==> src/scc_pkg.sv <==
// Package for the channel configuration register bank
package scc_pkg;

  // ----------------------------------------------------------------
  // Register offsets
  // ----------------------------------------------------------------
  localparam logic [7:0] SCC_OFS_SHARED_CFG = 8'h07;
  localparam logic [7:0] SCC_OFS_CH0_TV     = 8'h08;
  localparam logic [7:0] SCC_OFS_CH0_EN     = 8'h09;
  localparam logic [7:0] SCC_OFS_CH1_TV     = 8'h0A;

  // ----------------------------------------------------------------
  // Field positions
  // ----------------------------------------------------------------
  localparam int SCC_BIT_CH2_STEP   = 4;
  localparam int SCC_BIT_CH1_STEP   = 3;
  localparam int SCC_BIT_CH0_STEP   = 2;
  localparam int SCC_BIT_DRIVE_LSB  = 0;
  localparam int SCC_BIT_DISCHARGE  = 3;
  localparam int SCC_BIT_ENSEL_LSB  = 0;
  localparam logic [7:0] SCC_MASK_SHARED = 8'h1F;
  localparam logic [7:0] SCC_MASK_CH0_EN = 8'h0F;

  // ----------------------------------------------------------------
  // Reset values and decode constants
  // ----------------------------------------------------------------
  localparam logic [7:0] SCC_RST_SHARED = 8'h00;
  localparam logic [7:0] SCC_RST_CH0_TV = 8'h00;
  localparam logic [7:0] SCC_RST_CH0_EN = 8'h00;
  localparam logic [7:0] SCC_RST_CH1_TV = 8'h00;
  localparam logic [7:0] SCC_COARSE_MAX = 8'hC8;
  // Target voltage in units of 0.5 mV: base 0.5 V, steps 25.0/12.5 mV
  localparam logic [13:0] SCC_BASE_HALF_MV   = 14'h03E8;
  localparam logic [5:0]  SCC_COARSE_HALF_MV = 6'h32;
  localparam logic [5:0]  SCC_FINE_HALF_MV   = 6'h19;

  typedef enum logic [2:0]
  {
    SCC_EN_SLOT0 = 3'h0,
    SCC_EN_SLOT1 = 3'h1,
    SCC_EN_SLOT2 = 3'h2,
    SCC_EN_SLOT3 = 3'h3,
    SCC_EN_OFF   = 3'h4,
    SCC_EN_OFF2  = 3'h5,
    SCC_EN_ON    = 3'h6,
    SCC_EN_OFF3  = 3'h7
  } scc_en_sel_t;

  // Applied setting of one channel: latched step size plus code
  typedef struct packed
  {
    logic       fine_step;
    logic [7:0] target_code;
  } scc_chan_set_t;

  // Decoded channel 0 enable
  typedef struct packed
  {
    logic       forced_on;
    logic       forced_off;
    logic       slot_valid;
    logic [1:0] slot;
  } scc_en_dec_t;

endpackage

==> src/scc_chan_apply.sv <==
// Per-channel applied setting: latches step size on target write
`timescale 1ns/100ps
module scc_chan_apply
  import scc_pkg::*;
(
  input  wire logic          i_core_clk,   // Core clock
  input  wire logic          i_rst_sync_b, // Synchronised reset, low
  input  wire logic          i_tv_wr,      // Target code written
  input  wire logic [7:0]    i_tv_data,    // Written target code
  input  wire logic          i_fine_step,  // Programmed step select
  output scc_chan_set_t      o_applied,    // Applied step and code
  output logic [13:0]        o_target_hmv, // Target in 0.5 mV units
  output logic               o_reserved    // Applied code is reserved
);

  // ----------------------------------------------------------------
  // Applied setting
  // ----------------------------------------------------------------
  always_ff @(posedge i_core_clk or negedge i_rst_sync_b)
  begin
    if (!i_rst_sync_b)
    begin
      o_applied <= '0;
    end
    else if (i_tv_wr)
    begin
      // Step change only counts once the code is rewritten
      o_applied.fine_step   <= i_fine_step;
      o_applied.target_code <= i_tv_data;
    end
  end

  // ----------------------------------------------------------------
  // Voltage decode
  // ----------------------------------------------------------------
  always_ff @(posedge i_core_clk or negedge i_rst_sync_b)
  begin
    if (!i_rst_sync_b)
    begin
      o_target_hmv <= SCC_BASE_HALF_MV;
      o_reserved   <= 1'b0;
    end
    else
    begin
      // Both factors widened first so the product never wraps
      o_target_hmv <= SCC_BASE_HALF_MV
                      + 14'(o_applied.target_code)
                      * 14'(o_applied.fine_step ? SCC_FINE_HALF_MV
                                                : SCC_COARSE_HALF_MV);
      o_reserved   <= !o_applied.fine_step
                      && (o_applied.target_code > SCC_COARSE_MAX);
    end
  end

endmodule

==> src/scc_config_regs.sv <==
// Top of the channel configuration register bank
//
// Function
// - Step bit clear gives 25.0 mV steps, set gives 12.5 mV.
// - Step bits: channel 2 bit 4, channel 1 bit 3, channel 0 bit 2.
// - New step size applies only after the target code is rewritten.
// - Fine range 0.5000-3.6875 V; coarse range 0.500-5.500 V.
// - One two-bit drive trim in bits 1:0 serves all channels.
// - Drive codes 0..3 give about 0.6, 1.2, 1.8 and 8 ns edges.
// - Channel 0 target code is bits 7:0, resets zero, read/write.
// - Coarse: 0.5 V + 25 mV x code up to 0xC8; above is reserved.
// - Fine: all codes valid, 0.5 V + 12.5 mV x code.
// - Discharge bit set and channel off switches discharge resistor in.
// - Discharge bit clear leaves resistor out when channel is off.
`timescale 1ns/100ps
module scc_config_regs
  import scc_pkg::*;
#(
  parameter int SEQ_SLOTS = 4 // Sequencer slots reachable
)
(
  input  wire logic          i_core_clk,        // Serial-host clock
  input  wire logic          i_rst_b,           // Async reset, low
  input  wire logic          i_wr_en,           // Register write strobe
  input  wire logic [7:0]    i_addr,            // Register offset
  input  wire logic [7:0]    i_wr_data,         // Write data
  input  wire logic [SEQ_SLOTS-1:0] i_seq_slot_on, // Sequencer slot is up
  output logic [7:0]         o_rd_data,         // Read data
  output logic               o_addr_hit,        // Offset is mapped
  output logic               o_ch2_fine_step_sel, // Channel 2 step select
  output logic [1:0]         o_switch_drive_trim, // Shared drive trim
  output logic [2:0]         o_drive_edge_idx,  // Binary edge speed index
  output scc_chan_set_t      o_ch0_applied,     // Channel 0 applied set
  output scc_chan_set_t      o_ch1_applied,     // Channel 1 applied set
  output logic [13:0]        o_ch0_target_hmv,  // Ch0 target, 0.5 mV
  output logic [13:0]        o_ch1_target_hmv,  // Ch1 target, 0.5 mV
  output logic               o_ch0_code_rsvd,   // Ch0 code reserved
  output logic               o_ch1_code_rsvd,   // Ch1 code reserved
  output logic               o_ch0_enabled,     // Channel 0 is on
  output logic [1:0]         o_ch0_slot,        // Ch0 sequencer slot
  output logic               o_ch0_slot_mode,   // Ch0 follows sequencer
  output logic               o_ch0_discharge_on // Discharge resistor in
);

  // ----------------------------------------------------------------
  // Elaboration checks
  // ----------------------------------------------------------------
  // Enable field carries a two-bit slot, so exactly four slots
  if (SEQ_SLOTS != 32'h0000_0004)
  begin : g_chk_slots
    $error("Sequencer slot count must be four");
  end

  // Largest code at coarse step must still fit the 14-bit target
  if (32'(SCC_BASE_HALF_MV) + 32'h0000_00FF * 32'(SCC_COARSE_HALF_MV)
      > 32'h0000_3FFF)
  begin : g_chk_hmv
    $error("Target voltage overflows its output width");
  end

  // Shared offsets would let one write land in two registers
  if (SCC_OFS_SHARED_CFG == SCC_OFS_CH0_TV
      || SCC_OFS_SHARED_CFG == SCC_OFS_CH0_EN
      || SCC_OFS_SHARED_CFG == SCC_OFS_CH1_TV
      || SCC_OFS_CH0_TV == SCC_OFS_CH0_EN
      || SCC_OFS_CH0_TV == SCC_OFS_CH1_TV
      || SCC_OFS_CH0_EN == SCC_OFS_CH1_TV)
  begin : g_chk_ofs
    $error("Register offsets must be distinct");
  end

  // ----------------------------------------------------------------
  // Reset synchroniser
  // ----------------------------------------------------------------
  logic rst_meta_b;
  logic rst_sync_b;

  always_ff @(posedge i_core_clk or negedge i_rst_b)
  begin
    if (!i_rst_b)
    begin
      rst_meta_b <= 1'b0;
      rst_sync_b <= 1'b0;
    end
    else
    begin
      rst_meta_b <= 1'b1;
      rst_sync_b <= rst_meta_b;
    end
  end

  // ----------------------------------------------------------------
  // Decode helpers
  // ----------------------------------------------------------------
  function automatic logic addr_is(input logic [7:0] a,
                                   input logic [7:0] ofs);
    addr_is = (a == ofs);
  endfunction

  function automatic scc_en_dec_t decode_en(input logic [2:0] code);
    scc_en_dec_t d;
    d = '0;
    case (scc_en_sel_t'(code))
      SCC_EN_SLOT0, SCC_EN_SLOT1, SCC_EN_SLOT2, SCC_EN_SLOT3:
      begin
        d.slot_valid = 1'b1;
        d.slot       = code[1:0];
      end
      SCC_EN_ON:
      begin
        d.forced_on = 1'b1;
      end
      default:
      begin
        // Codes 4, 5 and 7 all hold the channel off
        d.forced_off = 1'b1;
      end
    endcase
    decode_en = d;
  endfunction

  // ----------------------------------------------------------------
  // Registers
  // ----------------------------------------------------------------
  logic [7:0] shared_step_drive_config;
  logic [7:0] channel0_target_voltage;
  logic [7:0] channel0_enable_discharge;
  logic [7:0] channel1_target_voltage;
  logic       wr_shared;
  logic       wr_ch0_tv;
  logic       wr_ch0_en;
  logic       wr_ch1_tv;

  assign wr_shared = i_wr_en && addr_is(i_addr, SCC_OFS_SHARED_CFG);
  assign wr_ch0_tv = i_wr_en && addr_is(i_addr, SCC_OFS_CH0_TV);
  assign wr_ch0_en = i_wr_en && addr_is(i_addr, SCC_OFS_CH0_EN);
  assign wr_ch1_tv = i_wr_en && addr_is(i_addr, SCC_OFS_CH1_TV);

  always_ff @(posedge i_core_clk or negedge rst_sync_b)
  begin
    if (!rst_sync_b)
    begin
      shared_step_drive_config <= SCC_RST_SHARED;
    end
    else if (wr_shared)
    begin
      // Bits 7:5 stay zero; channel 3 step lives elsewhere
      shared_step_drive_config <= i_wr_data & SCC_MASK_SHARED;
    end
  end

  always_ff @(posedge i_core_clk or negedge rst_sync_b)
  begin
    if (!rst_sync_b)
    begin
      channel0_target_voltage <= SCC_RST_CH0_TV;
    end
    else if (wr_ch0_tv)
    begin
      channel0_target_voltage <= i_wr_data;
    end
  end

  always_ff @(posedge i_core_clk or negedge rst_sync_b)
  begin
    if (!rst_sync_b)
    begin
      channel0_enable_discharge <= SCC_RST_CH0_EN;
    end
    else if (wr_ch0_en)
    begin
      channel0_enable_discharge <= i_wr_data & SCC_MASK_CH0_EN;
    end
  end

  always_ff @(posedge i_core_clk or negedge rst_sync_b)
  begin
    if (!rst_sync_b)
    begin
      channel1_target_voltage <= SCC_RST_CH1_TV;
    end
    else if (wr_ch1_tv)
    begin
      channel1_target_voltage <= i_wr_data;
    end
  end

  // ----------------------------------------------------------------
  // Read path
  // ----------------------------------------------------------------
  always_comb
  begin
    o_addr_hit = 1'b1;
    case (i_addr)
      SCC_OFS_SHARED_CFG: o_rd_data = shared_step_drive_config;
      SCC_OFS_CH0_TV:     o_rd_data = channel0_target_voltage;
      SCC_OFS_CH0_EN:     o_rd_data = channel0_enable_discharge;
      SCC_OFS_CH1_TV:     o_rd_data = channel1_target_voltage;
      default:
      begin
        o_rd_data  = 8'h00;
        o_addr_hit = 1'b0;
      end
    endcase
  end

  // ----------------------------------------------------------------
  // Step size and drive trim
  // ----------------------------------------------------------------
  logic ch0_fine_step_sel;
  logic ch1_fine_step_sel;

  assign ch0_fine_step_sel   = shared_step_drive_config[SCC_BIT_CH0_STEP];
  assign ch1_fine_step_sel   = shared_step_drive_config[SCC_BIT_CH1_STEP];
  assign o_ch2_fine_step_sel = shared_step_drive_config[SCC_BIT_CH2_STEP];
  // One trim for every channel: the switches share one inductor
  assign o_switch_drive_trim =
    shared_step_drive_config[SCC_BIT_DRIVE_LSB +: 2];

  // Edge speed index 0 fastest .. 3 slowest (~0.6/1.2/1.8/8 ns)
  always_ff @(posedge i_core_clk or negedge rst_sync_b)
  begin
    if (!rst_sync_b)
    begin
      o_drive_edge_idx <= 3'h0;
    end
    else
    begin
      o_drive_edge_idx <= {1'b0, o_switch_drive_trim};
    end
  end

  // ----------------------------------------------------------------
  // Applied channel settings
  // ----------------------------------------------------------------
  scc_chan_apply u_ch0_apply
  (
    .i_core_clk   (i_core_clk),
    .i_rst_sync_b (rst_sync_b),
    .i_tv_wr      (wr_ch0_tv),
    .i_tv_data    (i_wr_data),
    .i_fine_step  (ch0_fine_step_sel),
    .o_applied    (o_ch0_applied),
    .o_target_hmv (o_ch0_target_hmv),
    .o_reserved   (o_ch0_code_rsvd)
  );

  scc_chan_apply u_ch1_apply
  (
    .i_core_clk   (i_core_clk),
    .i_rst_sync_b (rst_sync_b),
    .i_tv_wr      (wr_ch1_tv),
    .i_tv_data    (i_wr_data),
    .i_fine_step  (ch1_fine_step_sel),
    .o_applied    (o_ch1_applied),
    .o_target_hmv (o_ch1_target_hmv),
    .o_reserved   (o_ch1_code_rsvd)
  );

  // ----------------------------------------------------------------
  // Channel 0 enable and discharge
  // ----------------------------------------------------------------
  scc_en_dec_t ch0_en_dec;
  logic        ch0_discharge_en;
  logic        next_ch0_enabled;

  assign ch0_en_dec = decode_en(
    channel0_enable_discharge[SCC_BIT_ENSEL_LSB +: 3]);
  assign ch0_discharge_en = channel0_enable_discharge[SCC_BIT_DISCHARGE];

  always_comb
  begin
    next_ch0_enabled = 1'b0;
    if (ch0_en_dec.forced_on)
    begin
      next_ch0_enabled = 1'b1;
    end
    else if (ch0_en_dec.slot_valid)
    begin
      next_ch0_enabled = i_seq_slot_on[ch0_en_dec.slot];
    end
  end

  always_ff @(posedge i_core_clk or negedge rst_sync_b)
  begin
    if (!rst_sync_b)
    begin
      o_ch0_enabled      <= 1'b0;
      o_ch0_slot         <= 2'h0;
      o_ch0_slot_mode    <= 1'b0;
      o_ch0_discharge_on <= 1'b0;
    end
    else
    begin
      o_ch0_enabled      <= next_ch0_enabled;
      o_ch0_slot         <= ch0_en_dec.slot;
      o_ch0_slot_mode    <= ch0_en_dec.slot_valid;
      // Resistor only while off, else it would load the live rail
      o_ch0_discharge_on <= ch0_discharge_en
                            && !next_ch0_enabled;
    end
  end

endmodule

==> config.mk <==
export PLATFORM = sky130hd
export DESIGN_NAME = scc_config_regs
export DESIGN_NICKNAME = d
export VERILOG_FILES = /design/src/scc_pkg.sv /design/src/scc_chan_apply.sv /design/src/scc_config_regs.sv
export SDC_FILE = /design/constraint.sdc
export NUM_CORES = 1
export LEC_CHECK = 0
export ABC_AREA = 1
export BUFFER_PORTS_ARGS = -buffer_cell sky130_fd_sc_hd__buf_2
export CAP_MARGIN = 40
export CORE_ASPECT_RATIO = 2
export CORE_MARGIN = 5
export CORE_UTILIZATION = 30
export DETAILED_ROUTE_END_ITERATION = 6
export PLACE_DENSITY = 0.47
export SETUP_SLACK_MARGIN = 0.15
export SYNTH_ARGS = -nofsm -noshare
export SYNTH_HDL_FRONTEND = slang
export SYNTH_SLANG_ARGS = --single-unit
==> constraint.sdc <==
create_clock -name i_core_clk -period 2.42 [get_ports i_core_clk]
set_input_delay 0.121 -clock i_core_clk [delete_from_list [all_inputs] [get_ports i_core_clk]]
set_output_delay 0.121 -clock i_core_clk [all_outputs]
set_load 0.05 [all_outputs]
# After elaboration in Yosys (flattened, before gate mapping)
# Index checks and enable logic that the tools add are counted.
[totals]
in_bits = 23
wordCells = 55
regBits = 66
out_inout_bits = 68
[op_classes]
n_mul = 2
muxes = 10
n_addsub = 2
eq_ne = 8
n_reduce_logical = 13
n_lt_le_gt_ge = 3
[op_table]
columns = ["cell", "count"]
rows = [
  ["$pmux 8 s4", 1],
  ["$add 10x14->14 const A", 2],
  ["$mul 8x14->14", 2],
  ["$eq 8x4->1 const B", 3],
  ["$gt 8x8->1 const B", 2],
  ["$mux 6", 2],
  ["$eq 8x3->1 const B", 1],
  ["$reduce_or 4->1", 2],
  ["$logic_and 1x1->1", 7],
  ["$eq 3x2->1 const B", 2],
  ["$mux 1", 5],
  ["$eq 3x1->1 const B", 1],
  ["$eq 3x3->1 const B", 1],
  ["$logic_not 1->1", 3],
  ["$logic_not 3->1", 1],
  ["$lt 2x3->1 const B", 1],
  ["$mux 3", 1],
  ["$bmux 1 s2", 1],
]

# Depth between registers and ports, before layout
[logic_depth]
ltp_word = 9
ltp_mapped = 20
ltp_nobuf = 19

# Hierarchy
# Synthesis repeated with hierarchy kept, for this count alone.
[unflattened]
cells_unflattened = 664
area_unflattened_um2 = 5740.5
[by_module_without_submodules]
columns = ["module", "n_inst", "cells_per_inst", "seq_area_each_um2", "area_per_inst_um2"]
rows = [
  ["scc_chan_apply", 2, 235, 608.1, 2028.2],
  ["scc_config_regs", 1, 194, 850.8, 1684.1],
]

# Worst setup path after synthesis
# OpenSTA, ideal clock, no wires.
[synth_timing]
kind = "register -> register"
start = "reg u_ch0_apply.o_applied[8] in the netlist's numbering"
end = "reg u_ch0_apply.o_target_hmv[12]"
required_time_ns = 2.303
n_path_buf = 1
path_stages_with_launch = 16
setup_ns = 0.117
period_less_slack_ns = 4.039
slack_ns = -1.619
t_arrival_ns = 3.922
cell_sequence = "dfrtp_1 -> clkbuf_1 -> nand2_1 -> inv_1 -> ha_1 -> inv_1 -> fa_1 -> inv_1 -> fa_1 -> inv_1 -> fa_1 -> fa_1 -> o21ai_0 -> nand2_1 -> nand3_1 -> nand2_1"
[synth_via]
elab_chain_len = 3
[synth_lines]
columns = ["item", "line", "rtl"]
rows = [
  ["start, declared", "scc_chan_apply.sv:11", "output scc_chan_set_t o_applied,"],
  ["$mux 6", "scc_chan_apply.sv:48", "* 14'(o_applied.fine_step ? SCC_FINE_HALF_MV"],
  ["$mul 8x14->14", "scc_chan_apply.sv:48", ""],
  ["$add 10x14->14", "scc_chan_apply.sv:47", "+ 14'(o_applied.target_code)"],
  ["end signal, assigned", "scc_chan_apply.sv:46", "o_target_hmv <= SCC_BASE_HALF_MV"],
  ["end, declared", "scc_chan_apply.sv:12", "output logic [13:0] o_target_hmv,"],
]
# No other way between the ends.
# A chain may end at the register's enable or synchronous reset.

# Final worst setup path
[layout_timing]
start = "reg u_ch0_apply.o_applied[8] in the netlist's numbering"
end = "reg u_ch0_apply.o_target_hmv[8]"
# The elaborated chain is that of the path after synthesis.

==> impl_metrics.ini <==
[placement]
port_buffers = 89
dp_hpwl_microns = 11800
dpl_worst_slack_ns = -0.991
dp_cells = 984
placed_cell_area_sq_um = 6870
gp_congestion = 0.847

[clock_tree]
cts_tree = yes
clock_sinks = 66
clk_latency_ns = 0.34
cts.clk_slew.worst_paths_ns = 0.06
cts_buffers = 9
clk_path_buf_depth = 2
cts_max_level = 3
clock-root-buffer = clkbuf_16

[setup_path]
worst-path-max-fanout = 6
crit_path_start_kind = flop
slowest_delay_ns = 0.57
critPathKind = flop to flop
end_kind = flop
path_cells = clkinv_4 -> nand2_4 -> ha_4 -> fa_2 -> inv_2 -> fa_1 -> inv_1 -> fa_2 -> fa_2 -> o21ai_4 -> buf_4 -> xor2_1
rr_worst_depth = 12
crit_arrival_ns = 3.60
crit_family = adder cells
critPathBufInv = 4
path_depth = 12
r2r_slack_ns = -0.92
crit_required_ns = 2.68
path_common_cell = fa_2
critPathSlowestCell = fa_2

[final_layout]
final_layout_size_suffix_gt1_frac = 0.427
final_nets = 913
diodes = 0
fin_area_sq_um = 7420
stdcell_count = 1008
area_delta_synth_final_pct = 46.2
fillers = 1674
final_util = 0.445

[synth]
ys_types = 32
ys_seq_area_frac = 0.328
syn_area_sq_um = 5080
synthCells = 595
synth_area_per_cell_sq_um = 8.53
ys_async_sr_fraction = 1.00
synth_flop_cell = dfrtp_1
synth_seq_cells = 66
ys_warn_count = 0
synth_edf_count = 0

[drt]
via_per_inst = 4.40
routed_wirelength_microns = 14400
route.detailed.wl_per_inst_microns = 14.3
ant_nets = 0
route.detailed.drc = 0
firstDrtPassIters = 4
via_count = 4436
drtIter0Drc = 96

[floorplanning]
io_pins = 91
fp-row-count = 67
die_w_microns = 102
dieArea_sq_um = 19800
initial_core_util = 0.304
die_height_microns = 194
core_sq_um = 16700

[run_status]
status = finished, violations left
violations = negative setup slack

[timing]
setup_viol = 18
clock_skew_ns = 0.00718
post-route-period-util = 1.38
finalSetupTns_ns = -14.62
max_freq_mhz = 299
setup_ws_ns = -0.921
rsz0062_at_grt = yes
period_minus_slack_ns = 3.34
drv_slew = 0
hold_violations = 0
hold_ws_ns = 0.0785

[hold_path]
whs_path_depth = 3
hold_class = input port to flop

[grt]
antenna_found_initial = 1
gr-usage-all-layers = 0.154
grt_pass1_wl_microns = 23600
grt_max_degree = 65
grt_pass1_vias = 4908
gr-total-overflow = 0

[flow_run]
drv_cap = 0

[pwr]
p_leak_nw = 4.09
power_mw = 5.92
power_density_nw_per_um2 = 798
peakVddDrop_v = 0.000603
cells in the mapped netlist, types with 2 or more instances:
cell      number  area, sq um
buf_4          2         15.0
nand3_1       29          145
nor2_1        21         78.8
o21a_1         2         15.0
buf_6          2         22.5
nand4_1        2         12.5
fa_1          36          721
inv_1        126          473
dfstp_2       12          315
o21ai_1        2         10.0
xor2_1         9         78.8
o21ai_2       16          140
dfrtp_1       54         1350
nand2_2        2         12.5
a21oi_1       12         60.1
o21ai_0       16         80.1
conb_1         2         7.51
ha_1          58          726
nor2_4         2         22.5
and2_1         2         12.5
nand2_1      173          649
nand3_2        2         20.0
clkbuf_1       2         7.51
nor2_2         3         18.8
state kept, by name, summed over array words and instances, names as in the netlist, 2 cells and up:
signal                     flops
u_ch0_apply.o_target_hmv      14
o_ch0_slot                     2
channel1_target_voltage        8
channel0_target_voltage        8
shared_step_drive_config       5
o_drive_edge_idx               2
channel0_enable_discharge      4
u_ch1_apply.o_target_hmv      14
area by class of cell:
type | instances | area [sq um] | area share
timing repair buffer | 180 | 1170 | 0.158
clock inverter | 4 | 51.3 | 0.00691
clock buffer | 12 | 256 | 0.0346
sequential | 66 | 1690 | 0.227
tap | 207 | 259 | 0.0349
inverter | 127 | 484 | 0.0653
multi-input combinational | 412 | 3510 | 0.473
repair_timing:
| item | 4_1_cts | 5_1_grt |
|---|---|---|
| endpoints found under the hold margin | 2 | 0 |
| resized for setup | 17 | 23 |
| hold buffers | 1 | 0 |
| buffers inserted | 3 | 4 |
| setup endpoints to repair | 20 | 20 |
| pin swaps | 15 | 11 |
worst register-to-register path, stage by stage, from the launching register on:
cell and delay [ns]:
dfrtp_2 0.44, clkinv_4 0.09, nand2_4 0.06, ha_4 0.21, fa_2 0.57, inv_2 0.04, fa_1 0.47, inv_1 0.05
fa_2 0.45, fa_2 0.42, o21ai_4 0.19, buf_4 0.14, xor2_1 0.14
kinds of logic after synthesis:
family | synth area share
compound gates | 0.0628
fa+ha+maj | 0.285
xor+xnor | 0.0173
other cells | 0.00148
simple gates | 0.203
buf+inv | 0.103
flops | 0.328
layer usage:
metal	global-route usage	wire length, microns
met1	0.145	4760
met2	0.307	8730
met3	0.0324	532
met4	0.0589	354
met5	0	13
where the power goes:
group / internal [mW] / switching (mW)
combinational: 1.31 / 1.83
clock: 0.855 / 0.525
sequential: 1.34 / 0.0559
total: 3.51 / 2.41
cells in the final DEF, fill, tap and decap left out, types with 3 or more instances in the layout:
master     instances
nand2_1          157
inv_1            104
buf_2             89
buf_4             84
dfrtp_1           39
ha_1              31
ha_4              27
fa_1              26
inv_2             21
nand3_1           21
nor2_1            19
conb_1            18
o21ai_2           16
o21ai_0           15
dfrtp_2           15
dfstp_2           12
nand2_4           11
fa_2              10
xor2_1             9
clkbuf_16          9
a21oi_1            8
nand3_2            8
nand2_2            8
nor2_2             5
buf_6              4
nand3_4            3
worst paths after layout:
kind                                                            from                                      to
worst min register to register                  rst_sync_b$_DFF_PN0_  u_ch0_apply.o_target_hmv[12]$_DFF_PN0_
max in group asynchronous                       rst_sync_b$_DFF_PN0_   u_ch1_apply.o_target_hmv[3]$_DFF_PN1_
worst max-delay path            u_ch0_apply.o_applied[8]$_DFFE_PN0P_   u_ch0_apply.o_target_hmv[8]$_DFF_PN1_
min in group asynchronous                                    i_rst_b                    rst_meta_b$_DFF_PN0_
worst min-delay path                                    i_wr_data[4]  channel1_target_voltage[4]$_DFFE_PN0P_
worst max register to register  u_ch0_apply.o_applied[8]$_DFFE_PN0P_   u_ch0_apply.o_target_hmv[8]$_DFF_PN1_
Power figures use the tool's default switching activity.
